File: src/pin_share_pkg.sv
// Constants shared by the host-port pin sharing block and its helpers.
// Assumes a 32-bit AXI4-Lite register bus with byte addresses.
package pin_share_pkg;

	// ------------------------------------------------------------
	// Widths
	// ------------------------------------------------------------
	localparam int ADDR_W   = 16;
	localparam int DATA_W   = 16;
	localparam int BYTE_W   = 8;
	localparam int AXI_AW   = 8;
	localparam int AXI_DW   = 32;
	localparam int CTRL_W   = 4;

	// ------------------------------------------------------------
	// Register offsets (byte addresses)
	// ------------------------------------------------------------
	localparam logic [AXI_AW-1:0] OFF_BANK_SWITCH_CONTROL_REG     = 8'h00;
	localparam logic [AXI_AW-1:0] OFF_GPIO_DIR = 8'h04;
	localparam logic [AXI_AW-1:0] OFF_GPIO_OUT = 8'h08;
	localparam logic [AXI_AW-1:0] OFF_GPIO_IN  = 8'h0C;
	localparam logic [AXI_AW-1:0] OFF_STATUS   = 8'h10;
	localparam logic [AXI_AW-1:0] OFF_ADDR_PIN = 8'h14;
	localparam logic [AXI_AW-1:0] OFF_DATA_PIN = 8'h18;

	// ------------------------------------------------------------
	// Field positions
	// ------------------------------------------------------------
	localparam int BANK_SWITCH_CONTROL_REG_DATA_KEEP = 0;
	localparam int BANK_SWITCH_CONTROL_REG_HOST_KEEP = 1;
	localparam int ST_WORD_MODE   = 0;
	localparam int ST_PORT_EN     = 1;
	localparam int ST_HOLD        = 2;
	localparam int ST_OFF         = 3;
	localparam int ST_OWNER_LSB   = 4;
	localparam int ST_KEEP_LSB    = 6;

	// ------------------------------------------------------------
	// Reset values
	// ------------------------------------------------------------
	localparam logic [1:0]        RST_BANK_SWITCH_CONTROL_REG     = 2'h0;
	localparam logic [BYTE_W-1:0] RST_GPIO_DIR = 8'h00;
	localparam logic [BYTE_W-1:0] RST_GPIO_OUT = 8'h00;

	// ------------------------------------------------------------
	// Bus answers and bus owner
	// ------------------------------------------------------------
	localparam logic [1:0] RESP_OKAY   = 2'h0;
	localparam logic [1:0] RESP_SLVERR = 2'h2;

	typedef enum logic [1:0] {
		OWN_NONE,
		OWN_CORE,
		OWN_HOST
	} owner_t;

endpackage

File: src/pin_sync2.sv
// Two-flop synchroniser for a group of pin inputs.
// Assumes inputs are asynchronous to mclk_i; state freezes while ce_i is low.
`timescale 1ns/1ps
module pin_sync2 #(
	parameter int W = 1
) (
	// Clock and control
	input  wire logic         mclk_i,
	input  wire logic         rst_i,
	input  wire logic         ce_i,
	// Data
	input  wire logic [W-1:0] d_i,
	output logic      [W-1:0] q_o
);
	initial begin
		if (W < 1) $error("pin_sync2: W must be at least 1");
	end

	typedef struct packed {
		logic [W-1:0] meta;
		logic [W-1:0] q;
	} sync_state_t;

	sync_state_t s_q;
	sync_state_t s_d;

	// First stage feeds only the second stage
	always_comb begin
		s_d = s_q;
		s_d.meta = d_i;
		s_d.q = s_q.meta;
		if (rst_i) begin
			s_d.meta = d_i;
			s_d.q = s_q.meta;
		end
	end

	always_ff @(posedge mclk_i) begin
		if (ce_i) begin
			s_q <= s_d;
		end
	end

	assign q_o = s_q.q;
endmodule

File: src/bus_keeper.sv
// Bus holder control for one group of pins.
// Assumes drive_i/level_i are the registered pin drive of the owner module.
`timescale 1ns/1ps
module bus_keeper #(
	parameter int W = 8
) (
	// Clock and control
	input  wire logic         mclk_i,
	input  wire logic         rst_i,
	input  wire logic         ce_i,
	// Keeper enable and pin drive
	input  wire logic         enable_i,
	input  wire logic [W-1:0] drive_i,
	input  wire logic [W-1:0] level_i,
	// Weak hold drive
	output logic      [W-1:0] hold_val_o,
	output logic      [W-1:0] hold_en_o
);
	initial begin
		if (W < 1) $error("bus_keeper: W must be at least 1");
	end

	typedef struct packed {
		logic [W-1:0] last;
	} keep_state_t;

	keep_state_t s_q;
	keep_state_t s_d;

	// Remember the level most recently driven on each pin
	always_comb begin
		s_d = s_q;
		for (int i = 0; i < W; i++) begin
			if (drive_i[i]) begin
				s_d.last[i] = level_i[i];
			end
		end
		if (rst_i) begin
			s_d = '0;
		end
	end

	always_ff @(posedge mclk_i) begin
		if (ce_i) begin
			s_q <= s_d;
		end
	end

	assign hold_val_o = s_q.last;
	assign hold_en_o  = {W{enable_i}} & ~drive_i;
endmodule

File: src/pin_share_top.sv
// Pin sharing and bus keeper control for the host-port address and data pins.
// Assumes core and host-port logic on mclk_i; pins synchronised here.
// Function
// - In word host mode the host addresses on-chip memory over the shared address pins.
// - In word host mode the host reads and writes on-chip memory over the sixteen data pins.
// - The address pins are shared among core memory, core I/O and the word-mode host port.
// - Address keepers are off after reset and then follow the host keeper enable bit.
// - Data keepers are off after reset and then follow the data keeper enable bit.
// - An enabled keeper holds each undriven pin at the level last driven onto it.
// - Data pins float when not driving, during chip reset and during a hold request.
// - Data pins float while the output-disable input is low.
// - Byte host pins act as general I/O when the host port is off or word mode is set.
// - Byte host pins float when not driving and while output-disable is low.
// - In byte mode the byte keepers are off after reset and then follow the host keeper enable bit.
// - In word mode the byte keepers are on at all times except during chip reset.
// - Word host mode select is captured at reset and must stay stable afterwards.
// - The host port is enabled only if its enable pin is high as reset ends.
`timescale 1ns/1ps
module pin_share_top
	import pin_share_pkg::*;
(
	// Clock, reset, clock enable
	input  wire logic                          mclk_i,
	input  wire logic                          rst_i,
	input  wire logic                          ce_i,
	// AXI4-Lite slave
	input  wire logic [pin_share_pkg::AXI_AW-1:0] s_axi_awaddr,
	input  wire logic                          s_axi_awvalid,
	output logic                               s_axi_awready,
	input  wire logic [pin_share_pkg::AXI_DW-1:0] s_axi_wdata,
	input  wire logic [3:0]                    s_axi_wstrb,
	input  wire logic                          s_axi_wvalid,
	output logic                               s_axi_wready,
	output logic [1:0]                         s_axi_bresp,
	output logic                               s_axi_bvalid,
	input  wire logic                          s_axi_bready,
	input  wire logic [pin_share_pkg::AXI_AW-1:0] s_axi_araddr,
	input  wire logic                          s_axi_arvalid,
	output logic                               s_axi_arready,
	output logic [pin_share_pkg::AXI_DW-1:0]   s_axi_rdata,
	output logic [1:0]                         s_axi_rresp,
	output logic                               s_axi_rvalid,
	input  wire logic                          s_axi_rready,
	// Control pins
	input  wire logic                          word_host_mode_sel_i,
	input  wire logic                          host_port_enable_pin_i,
	input  wire logic                          hold_req_i,
	input  wire logic                          out_disable_n_i,
	// Core external bus
	input  wire logic                          core_ext_req_i,
	input  wire logic                          core_wr_i,
	input  wire logic [pin_share_pkg::ADDR_W-1:0] core_addr_i,
	input  wire logic [pin_share_pkg::DATA_W-1:0] core_wdata_i,
	output logic      [pin_share_pkg::DATA_W-1:0] core_rdata_o,
	// Host port memory side
	input  wire logic                          host_rd_i,
	input  wire logic [pin_share_pkg::DATA_W-1:0] host_mem_rdata_i,
	output logic      [pin_share_pkg::ADDR_W-1:0] host_mem_addr_o,
	output logic      [pin_share_pkg::DATA_W-1:0] host_mem_wdata_o,
	output logic                               word_mode_o,
	output logic                               port_en_o,
	// Host port byte data (byte mode)
	input  wire logic [pin_share_pkg::BYTE_W-1:0] hbyte_out_i,
	input  wire logic                          hbyte_oe_i,
	output logic      [pin_share_pkg::BYTE_W-1:0] hbyte_in_o,
	// Address pins
	input  wire logic [pin_share_pkg::ADDR_W-1:0] ext_addr_pins_i,
	output logic      [pin_share_pkg::ADDR_W-1:0] ext_addr_pins_o,
	output logic      [pin_share_pkg::ADDR_W-1:0] ext_addr_pins_oe_o,
	output logic      [pin_share_pkg::ADDR_W-1:0] addr_hold_val_o,
	output logic      [pin_share_pkg::ADDR_W-1:0] addr_hold_en_o,
	// Data pins
	input  wire logic [pin_share_pkg::DATA_W-1:0] ext_data_pins_i,
	output logic      [pin_share_pkg::DATA_W-1:0] ext_data_pins_o,
	output logic      [pin_share_pkg::DATA_W-1:0] ext_data_pins_oe_o,
	output logic      [pin_share_pkg::DATA_W-1:0] data_hold_val_o,
	output logic      [pin_share_pkg::DATA_W-1:0] data_hold_en_o,
	// Byte host data pins
	input  wire logic [pin_share_pkg::BYTE_W-1:0] host_byte_data_pins_i,
	output logic      [pin_share_pkg::BYTE_W-1:0] host_byte_data_pins_o,
	output logic      [pin_share_pkg::BYTE_W-1:0] host_byte_data_pins_oe_o,
	output logic      [pin_share_pkg::BYTE_W-1:0] byte_hold_val_o,
	output logic      [pin_share_pkg::BYTE_W-1:0] byte_hold_en_o
);
	import pin_share_pkg::*;

	localparam int SYNC_W = ADDR_W + DATA_W + BYTE_W + CTRL_W;

	// ------------------------------------------------------------
	// State
	// ------------------------------------------------------------
	typedef struct packed {
		logic              word_mode;
		logic              port_en;
		logic [1:0]        bank_switch_control_reg;
		logic [BYTE_W-1:0] gpio_dir;
		logic [BYTE_W-1:0] gpio_out;
		logic              addr_keep_en;
		logic              data_keep_en;
		logic              byte_keep_en;
		logic [ADDR_W-1:0] addr_out;
		logic              addr_oe;
		logic [DATA_W-1:0] data_out;
		logic              data_oe;
		logic [BYTE_W-1:0] byte_out;
		logic [BYTE_W-1:0] byte_oe;
		logic [ADDR_W-1:0] host_addr;
		logic [DATA_W-1:0] host_wdata;
		logic [DATA_W-1:0] core_rdata;
		logic [BYTE_W-1:0] byte_in;
		owner_t            owner;
		logic              aw_got;
		logic              w_got;
		logic [AXI_AW-1:0] awaddr;
		logic [AXI_DW-1:0] wdata;
		logic [3:0]        wstrb;
		logic              bvalid;
		logic [1:0]        bresp;
		logic              rvalid;
		logic [AXI_DW-1:0] rdata;
		logic [1:0]        rresp;
	} top_state_t;

	top_state_t s_q;
	top_state_t s_d;

	// ------------------------------------------------------------
	// Pin synchronisers
	// ------------------------------------------------------------
	logic [SYNC_W-1:0] sync_q;
	logic [ADDR_W-1:0] addr_s;
	logic [DATA_W-1:0] data_s;
	logic [BYTE_W-1:0] byte_s;
	logic              word_sel_s;
	logic              port_pin_s;
	logic              hold_s;
	logic              off_n_s;

	pin_sync2 #(.W(SYNC_W)) u_sync (
		.mclk_i (mclk_i),
		.rst_i  (rst_i),
		.ce_i   (ce_i),
		.d_i    ({ext_addr_pins_i, ext_data_pins_i, host_byte_data_pins_i,
			word_host_mode_sel_i, host_port_enable_pin_i, hold_req_i, out_disable_n_i}),
		.q_o    (sync_q)
	);

	assign {addr_s, data_s, byte_s, word_sel_s, port_pin_s, hold_s, off_n_s} = sync_q;

	// ------------------------------------------------------------
	// Register read mux
	// ------------------------------------------------------------
	function automatic logic [AXI_DW+1:0] read_reg(input logic [AXI_AW-1:0] a,
		input top_state_t s, input logic hold, input logic off_n);
		logic [AXI_DW-1:0] d;
		logic [1:0]        r;
		d = '0;
		r = RESP_OKAY;
		case ({a[AXI_AW-1:2], 2'b00})
			OFF_BANK_SWITCH_CONTROL_REG:     d[1:0] = s.bank_switch_control_reg;
			OFF_GPIO_DIR: d[BYTE_W-1:0] = s.gpio_dir;
			OFF_GPIO_OUT: d[BYTE_W-1:0] = s.gpio_out;
			OFF_GPIO_IN:  d[BYTE_W-1:0] = s.byte_in;
			OFF_STATUS: begin
				d[ST_WORD_MODE] = s.word_mode;
				d[ST_PORT_EN] = s.port_en;
				d[ST_HOLD] = hold;
				d[ST_OFF] = ~off_n;
				d[ST_OWNER_LSB +: 2] = s.owner;
				d[ST_KEEP_LSB +: 3] = {s.byte_keep_en, s.data_keep_en, s.addr_keep_en};
			end
			OFF_ADDR_PIN: d[ADDR_W-1:0] = s.host_addr;
			OFF_DATA_PIN: d[DATA_W-1:0] = s.core_rdata;
			default:      r = RESP_SLVERR;
		endcase
		return {r, d};
	endfunction

	// ------------------------------------------------------------
	// Next state
	// ------------------------------------------------------------
	logic              gpio_ok;
	logic              can_drive;
	logic              do_write;
	logic [AXI_DW+1:0] rd;

	always_comb begin
		s_d = s_q;
		rd = '0;

		// Bus owner: hold releases the address and data pins, reset releases every pin
		if (hold_s) begin
			s_d.owner = OWN_NONE;
		end else if (core_ext_req_i) begin
			s_d.owner = OWN_CORE;
		end else if (s_q.word_mode && s_q.port_en) begin
			s_d.owner = OWN_HOST;
		end else begin
			s_d.owner = OWN_NONE;
		end

		// Address pins: driven by the core, sampled for the host
		s_d.addr_oe = (s_d.owner == OWN_CORE);
		s_d.addr_out = core_addr_i;
		if (s_d.owner == OWN_HOST) begin
			s_d.host_addr = addr_s;
			s_d.host_wdata = data_s;
		end

		// Data pins: core write or host read data, else floated
		can_drive = off_n_s && !hold_s;
		s_d.data_oe = can_drive && ((s_d.owner == OWN_CORE && core_wr_i) ||
			(s_d.owner == OWN_HOST && host_rd_i));
		s_d.data_out = (s_d.owner == OWN_HOST) ? host_mem_rdata_i : core_wdata_i;
		if (s_d.owner == OWN_CORE) begin
			s_d.core_rdata = data_s;
		end

		// Byte host pins: general I/O or byte host port
		gpio_ok = !s_q.port_en || s_q.word_mode;
		if (gpio_ok) begin
			s_d.byte_oe = s_q.gpio_dir & {BYTE_W{off_n_s}};
			s_d.byte_out = s_q.gpio_out;
		end else begin
			s_d.byte_oe = {BYTE_W{hbyte_oe_i && off_n_s}};
			s_d.byte_out = hbyte_out_i;
		end
		s_d.byte_in = byte_s;

		// Keeper enables
		s_d.addr_keep_en = s_q.bank_switch_control_reg[BANK_SWITCH_CONTROL_REG_HOST_KEEP];
		s_d.data_keep_en = s_q.bank_switch_control_reg[BANK_SWITCH_CONTROL_REG_DATA_KEEP];
		s_d.byte_keep_en = s_q.word_mode || s_q.bank_switch_control_reg[BANK_SWITCH_CONTROL_REG_HOST_KEEP];

		// AXI4-Lite write channel
		if (s_axi_awvalid && s_axi_awready) begin
			s_d.aw_got = 1'b1;
			s_d.awaddr = s_axi_awaddr;
		end
		if (s_axi_wvalid && s_axi_wready) begin
			s_d.w_got = 1'b1;
			s_d.wdata = s_axi_wdata;
			s_d.wstrb = s_axi_wstrb;
		end
		do_write = s_q.aw_got && s_q.w_got && !s_q.bvalid;
		if (do_write) begin
			s_d.aw_got = 1'b0;
			s_d.w_got = 1'b0;
			s_d.bvalid = 1'b1;
			s_d.bresp = RESP_OKAY;
			// All writable fields sit in byte lane 0
			case ({s_q.awaddr[AXI_AW-1:2], 2'b00})
				OFF_BANK_SWITCH_CONTROL_REG: begin
					if (s_q.wstrb[0]) s_d.bank_switch_control_reg = s_q.wdata[1:0];
				end
				OFF_GPIO_DIR: begin
					if (s_q.wstrb[0]) s_d.gpio_dir = s_q.wdata[BYTE_W-1:0];
				end
				OFF_GPIO_OUT: begin
					if (s_q.wstrb[0]) s_d.gpio_out = s_q.wdata[BYTE_W-1:0];
				end
				OFF_GPIO_IN, OFF_STATUS, OFF_ADDR_PIN, OFF_DATA_PIN: begin
					s_d.bresp = RESP_OKAY;
				end
				default: s_d.bresp = RESP_SLVERR;
			endcase
		end else if (s_q.bvalid && s_axi_bready) begin
			s_d.bvalid = 1'b0;
		end

		// AXI4-Lite read channel
		if (s_axi_arvalid && s_axi_arready) begin
			rd = read_reg(s_axi_araddr, s_q, hold_s, off_n_s);
			s_d.rvalid = 1'b1;
			s_d.rresp = rd[AXI_DW+1:AXI_DW];
			s_d.rdata = rd[AXI_DW-1:0];
		end else if (s_q.rvalid && s_axi_rready) begin
			s_d.rvalid = 1'b0;
		end

		// Chip reset: everything floated, keepers off, straps follow the pins
		if (rst_i) begin
			s_d = '0;
			s_d.bank_switch_control_reg = RST_BANK_SWITCH_CONTROL_REG;
			s_d.gpio_dir = RST_GPIO_DIR;
			s_d.gpio_out = RST_GPIO_OUT;
			s_d.word_mode = word_sel_s;
			s_d.port_en = port_pin_s;
		end
	end

	always_ff @(posedge mclk_i) begin
		if (ce_i) begin
			s_q <= s_d;
		end
	end

	// ------------------------------------------------------------
	// Keepers
	// ------------------------------------------------------------
	bus_keeper #(.W(ADDR_W)) u_addr_keep (
		.mclk_i     (mclk_i),
		.rst_i      (rst_i),
		.ce_i       (ce_i),
		.enable_i   (s_q.addr_keep_en),
		.drive_i    ({ADDR_W{s_q.addr_oe}}),
		.level_i    (s_q.addr_out),
		.hold_val_o (addr_hold_val_o),
		.hold_en_o  (addr_hold_en_o)
	);

	bus_keeper #(.W(DATA_W)) u_data_keep (
		.mclk_i     (mclk_i),
		.rst_i      (rst_i),
		.ce_i       (ce_i),
		.enable_i   (s_q.data_keep_en),
		.drive_i    ({DATA_W{s_q.data_oe}}),
		.level_i    (s_q.data_out),
		.hold_val_o (data_hold_val_o),
		.hold_en_o  (data_hold_en_o)
	);

	bus_keeper #(.W(BYTE_W)) u_byte_keep (
		.mclk_i     (mclk_i),
		.rst_i      (rst_i),
		.ce_i       (ce_i),
		.enable_i   (s_q.byte_keep_en),
		.drive_i    (s_q.byte_oe),
		.level_i    (s_q.byte_out),
		.hold_val_o (byte_hold_val_o),
		.hold_en_o  (byte_hold_en_o)
	);

	// ------------------------------------------------------------
	// Outputs
	// ------------------------------------------------------------
	// Handshake readies are combinational; a new write waits for the old answer
	assign s_axi_awready = !s_q.aw_got && !s_q.bvalid;
	assign s_axi_wready  = !s_q.w_got && !s_q.bvalid;
	assign s_axi_arready = !s_q.rvalid;
	assign s_axi_bvalid  = s_q.bvalid;
	assign s_axi_bresp   = s_q.bresp;
	assign s_axi_rvalid  = s_q.rvalid;
	assign s_axi_rdata   = s_q.rdata;
	assign s_axi_rresp   = s_q.rresp;

	assign ext_addr_pins_o          = s_q.addr_out;
	assign ext_addr_pins_oe_o       = {ADDR_W{s_q.addr_oe}};
	assign ext_data_pins_o          = s_q.data_out;
	assign ext_data_pins_oe_o       = {DATA_W{s_q.data_oe}};
	assign host_byte_data_pins_o    = s_q.byte_out;
	assign host_byte_data_pins_oe_o = s_q.byte_oe;

	assign core_rdata_o     = s_q.core_rdata;
	assign host_mem_addr_o  = s_q.host_addr;
	assign host_mem_wdata_o = s_q.host_wdata;
	assign hbyte_in_o       = s_q.byte_in;
	assign word_mode_o      = s_q.word_mode;
	assign port_en_o        = s_q.port_en;
endmodule

File: config.mk
export PLATFORM = sky130hd
export DESIGN_NAME = pin_share_top
export DESIGN_NICKNAME = d
export VERILOG_FILES = /design/src/pin_share_pkg.sv /design/src/pin_sync2.sv /design/src/bus_keeper.sv /design/src/pin_share_top.sv
export SDC_FILE = /design/constraint.sdc
export NUM_CORES = 1
export LEC_CHECK = 0
export BUFFER_PORTS_ARGS = -buffer_cell sky130_fd_sc_hd__buf_2
export CORE_AREA = 2 2 167 169
export DETAILED_ROUTE_END_ITERATION = 10
export DIE_AREA = 0 0 169 171
export PLACE_DENSITY = 0.83
export SYNTH_ARGS = -nofsm -noshare
export SYNTH_HDL_FRONTEND = slang
export SYNTH_SLANG_ARGS = --single-unit
File: constraint.sdc
create_clock -name mclk_i -period 2.9 [get_ports mclk_i]
set_clock_uncertainty 0.2 [all_clocks]
set_input_delay 0.435 -clock mclk_i [delete_from_list [all_inputs] [get_ports mclk_i]]
set_output_delay 0.435 -clock mclk_i [all_outputs]
set_load 0.02 [all_outputs]
After elaboration in Yosys (flattened, before gate mapping)
Cells that the tools add are included.
{"block": "op_classes", "eq_ne": 14, "n_mux": 69, "n_bitwise": 8, "reduce_logical": 77}
{"cell": "16-bit 2-to-1 mux", "count": 3}
{"cell": "1-bit 2-to-1 mux", "count": 46}
{"cell": "2-bit AND reduction", "count": 21}
{"cell": "2-bit nonzero test", "count": 20}
{"cell": "6-bit by 3-bit equality test with 1-bit output (second input constant)", "count": 6}
{"cell": "18-bit 2-to-1 mux", "count": 2}
{"cell": "6-bit one-hot mux with 6 select lines", "count": 1}
{"cell": "16-bit bitwise AND", "count": 2}
{"cell": "32-bit 2-to-1 mux", "count": 1}
{"cell": "8-bit 2-to-1 mux", "count": 4}
{"cell": "16-bit NOT", "count": 2}
{"cell": "6-bit by 2-bit equality test with 1-bit output (second input constant)", "count": 4}
{"cell": "8-bit bitwise AND", "count": 2}
{"cell": "2-bit 2-to-1 mux", "count": 8}
{"cell": "1-bit logical AND", "count": 15}
{"cell": "2-bit one-hot mux with 7 select lines", "count": 1}
{"cell": "7-bit one-hot mux with 2 select lines", "count": 1}
{"cell": "7-bit OR reduction", "count": 2}
{"cell": "6-bit by 1-bit equality test with 1-bit output (second input constant)", "count": 2}
{"cell": "6-bit zero test", "count": 2}
{"cell": "12-bit 2-to-1 mux", "count": 1}
{"cell": "4-bit AND reduction", "count": 3}
{"cell": "3-bit nonzero test", "count": 4}
{"cell": "8-bit NOT", "count": 1}
{"cell": "7 further kinds", "count": 14}
{"block": "totals", "reg_bits": 300, "in_bits": 164, "out_inout_bits": 259, "word_cells": 209}

Longest topological paths before layout
{"block": "depth", "ltp_word": 8, "mapped_depth": 6, "depth_no_buf": 4}

Hierarchy
A second synthesis with hierarchy kept.
{"block": "unflattened", "cells_unflattened": 943, "hier_area_um2": 13122.6}
{"module": "pin_share_top", "n_inst": 1, "cells_per_inst": 681, "area_each_um2": 8351.8, "seq_area_each_um2": 5044.8}
{"module": "pin_sync2", "n_inst": 1, "cells_per_inst": 88, "area_each_um2": 2642.5, "seq_area_each_um2": 2642.5}
{"module": "bus_keeper (u_addr_keep ...)", "n_inst": 2, "cells_per_inst": 70, "area_each_um2": 853.3, "seq_area_each_um2": 480.5}
{"module": "bus_keeper (u_byte_keep)", "n_inst": 1, "cells_per_inst": 34, "area_each_um2": 421.7, "seq_area_each_um2": 240.2}

Worst setup path before layout
OpenSTA, ideal clock, no wires.
{"block": "synth_timing", "path_type": "flip-flop to flip-flop", "start": "register s_q (netlist bit word_mode_o)", "end": "register s_q (netlist bit host_mem_addr_o[0]) (enable)", "setup_ps": 391, "arrival_ps": 1806, "required_time_ps": 2309, "setup_slack_ps": 503, "path_stages_with_launch": 5, "path_buffers": 2, "synth_period_minus_slack_ps": 2397, "cell_sequence": "edfxtp_1 -> and3_1 -> buf_2 -> buf_4 -> o21a_1"}
{"block": "synth_via", "elab_chain_cells": 7}
{"item": "from (decl)", "line": "pin_share_top.sv:124", "rtl": "top_state_t s_q;"}
{"item": "from (signal assigned)", "line": "pin_share_top.sv:294", "rtl": "s_q <= s_d;"}
{"item": "1-bit logical AND", "line": "pin_share_top.sv:196", "rtl": "end else if (s_q.word_mode && s_q.port_en) begin"}
{"item": "2-bit 2-to-1 mux", "line": "pin_share_top.sv:196"}
{"item": "2-bit 2-to-1 mux", "line": "pin_share_top.sv:194", "rtl": "end else if (core_ext_req_i) begin"}
{"item": "2-bit 2-to-1 mux", "line": "pin_share_top.sv:192", "rtl": "if (hold_s) begin"}
{"item": "2-bit equality test", "line": "pin_share_top.sv:205", "rtl": "if (s_d.owner == OWN_HOST) begin"}
{"item": "2-bit nonzero test (no line)"}
{"item": "2-bit AND reduction (no line)"}
No other way between the ends.
A chain may end at the register's enable or synchronous reset.

Worst setup path in the final report
{"block": "layout_timing", "start": "register s_q (netlist bit ext_addr_pins_oe_o[0])", "end": "output port addr_hold_en_o[8] in the netlist's numbering"}
{"block": "layout_via", "elab_chain_cells": 2}
{"item": "16-bit NOT", "line": "bus_keeper.sv:50", "rtl": "assign hold_en_o = {W{enable_i}} & ~drive_i;"}
{"item": "16-bit bitwise AND", "line": "bus_keeper.sv:50"}
{"item": "to (decl)", "line": "pin_share_top.sv:71", "rtl": "output logic [pin_share_pkg::ADDR_W-1:0] addr_hold_en_o,"}
No other way between the ends.

==> impl_metrics.ini <==
[place]
dpl.hpwl_um = 20050
numPortBuffers = 373
place_congestion = 0.8917

[synthesis]
synth_top_area_frac = 0.6941
postSynthCellCount = 907
synth_top_cell_by_area = edfxtp_1
yosysUniqueCellTypes = 43
synthArstFlopShare = 0
ys_seq_area_frac = 0.6941
synth_edf_count = 296
synth_area_leaders = edfxtp_1 69%, buf_4 12%, nor2b_1 6.9%, nand2_1 2.0%, a21oi_1 1.7%
syn-cell-area_mm2 = 0.01281
ys_seq_elements = 296
yosysWarnings = 0
avgSynthCellArea_um2 = 14.12
synth_top_flop_cell = edfxtp_1

[sta]
slew_headroom = 0.4641
post-route-min-period_ns = 2.609
period_share = 0.8998
slew_viol_final = 0
setup-tns-final_ns = 0
final_hold_viol_count = 0
setup_viol = 0
worst_pin_slew_ns = 0.8022
fmax_mhz = 383.2
rsz0062_at_grt = false

[pwr]
switchingPower_uw = 2288
p_leak_uw = 0.006137
pwr-share-clk = 0.363
power_frac_comb = 0.104
p_seq_frac = 0.533
powerDensity_mw_per_mm2 = 634.2
sw_frac_of_total = 0.2370
irDropWorstVdd_uv = 465.9
p_int_uw = 7365

[clock_tree]
post_cts_resized = 0
clk_pin_slew_worst_paths_ns = 0.06
cts_tree = yes
root_buffer = clkbuf_16
h-tree-depth = 1
cts_sinks = 296
post_cts_buffers = 0
clockBufferDepth = 3
clock_latency_ns = 0.57
numCtsBuffers = 30

[global_route]
grt_pass1_wl_um = 40600
grt_pass1_vias = 7154
grt_max_degree = 98
grt_use_total = 0.1850
overflow = 0
antenna_found_initial = 1

[drt]
dr.pass1.iters = 5
vias_per_cell = 4.849
drcViolationCount = 0
drtIter0Drc = 576
detail_route.wl_per_cell_um = 18.64
ant_nets = 0
vias = 7477
totalWireLength_um = 28750

[die]
rows = 61
core_mm2 = 0.02732
fp.dieW_um = 169
die_area_mm2 = 0.02890
die_h_um = 171
initial_core_util = 0.4687
io-pin-count = 423

[cells_and_area]
nets = 1341
drive_gt1_frac = 0.3724
nFillCells = 2116
fin_util = 0.5570
syn2layout_area_growth_pct = 18.85

[worst_setup_path]
rr_worst_depth = 4
arrival_ns = 1.97
path_max_fanout = 18
cp_data_required_time_ns = 2.27
path_class = reg -> out
setup.worst_path.start_class = flop
crit_path_end_kind = primary output

[flow_run]
drv_cap = 0

[status]
outcome = completed

[min_path]
hold_depth = 2
hp-class = in -> reg
-- synth_stat cells (3+ instances only) --
master,instances
o21ai_0,3
nor3_1,5
mux2i_1,6
nor2_1,23
clkbuf_1,15
nor2b_1,142
nand3_1,5
a22oi_1,13
a2bb2oi_1,5
nand3b_1,3
buf_2,10
a21boi_0,3
buf_4,208
buf_1,4
and3_1,3
edfxtp_1,296
o21a_1,13
nand2_1,68
mux2_2,8
a21oi_1,43
-- per-stage QoR --
step                      power [µW]  setup WS (ns)  instances  hold WS, ns  cell area [µm²]
after global placement          6119         0.6625       1418       0.2008            13600
after global routing            9983        0.04509       1542     0.009338            15220
after floorplan                 5914         0.5032        924       0.2003            12870
after CTS                       9713         0.2152       1540    0.0009834            15210
final                           9653         0.2905       1542      0.01958            15220
after detailed placement        6152         0.6150       1418       0.2045            13600
-- state kept, by name, summed over array words and instances, names as in the netlist, 16 cells and up --
name and flops:
u_sync.q_o 44, u_data_keep.hold_val_o 16, s_q 40, core_rdata_o 16
s_axi_rdata 16, ext_addr_pins_o 16, u_sync.s_d 44, host_mem_addr_o 16
host_mem_wdata_o 16, u_addr_keep.hold_val_o 16, ext_data_pins_o 16
-- power by group through the flow --
stage	clock [µW]	combinational, µW	sequential (µW)
final	3510	1000	5140
after global routing	3750	1070	5170
after CTS	3570	1000	5140
after detailed placement	0	922	5230
after global placement	0	902	5220
after floorplan	0	693	5220
-- placed cells by master, fill, tap and decap left out, types with 5 or more instances in the layout --
cell,instances
buf_2,371
edfxtp_1,296
nor2b_1,142
dlygate4sd3_1,73
nand2_1,68
a21oi_1,43
clkbuf_16,30
nor2_1,23
conb_1,18
buf_4,14
o21a_1,13
a22oi_1,13
mux2_2,8
clkinv_1,8
mux2i_1,6
nor3_1,5
a2bb2oi_1,5
nand3_1,5
clkbuf_1,5
-- worst max-delay path, stage by stage (launching register included) --
cell and delay (ns):
edfxtp_1 0.57, nor2b_1 0.58, buf_2 0.28
-- what timing repair did --
| item | in CTS | in global routing |
|---|---|---|
| endpoints found under the setup margin | 0 | 0 |
| hold buffers | 72 | 1 |
| hold endpoints to repair | 72 | 1 |
-- per-layer routing --
metal,share of wire,GRT usage,vias to the layer above
met5,0,0,-
met4,0.041,0.07841,0
met3,0.056,0.02521,72
met2,0.50,0.3216,338
met1,0.40,0.2341,3572
li1,-,-,3495
-- logic make-up (layout without fill, tap and decap cells) --
kind of cell,count (synthesis),count (layout),share of synthesized area
flops,296,296,0.6941
simple gates,264,264,0.1141
buf+inv,242,513,0.1341
compound gates,90,90,0.04563
mux,14,14,0.01172
other cells,1,19,0.0002928
-- cell type report --
| class | count | area [µm²] | area share |
|---|---|---|---|
| Antenna cell | 1 | 2.502 | 0.0001644 |
| Tap cell | 346 | 432.9 | 0.02844 |
| Multi-Input combinational cell | 386 | 2263 | 0.1487 |
| Clock buffer | 35 | 769.5 | 0.05056 |
| Clock inverter | 15 | 120.1 | 0.007892 |
| Inverter | 2 | 7.507 | 0.0004933 |
| Sequential cell | 296 | 8889 | 0.5840 |
| Timing Repair Buffer | 461 | 2735 | 0.1797 |
-- final timing paths --
check | startpoint | end | slack (ns)
worst max register to register | s_q[79] | s_q[197] | 0.58
worst min register to register | u_sync.s_d[37] | u_sync.q_o[37] | 0.21
worst max-delay path | ext_addr_pins_oe_o[0] | addr_hold_en_o[8] | 0.29
worst min-delay path | core_addr_i[15] | ext_addr_pins_o[15] | 0.02
(Power assumes the default switching activity.)
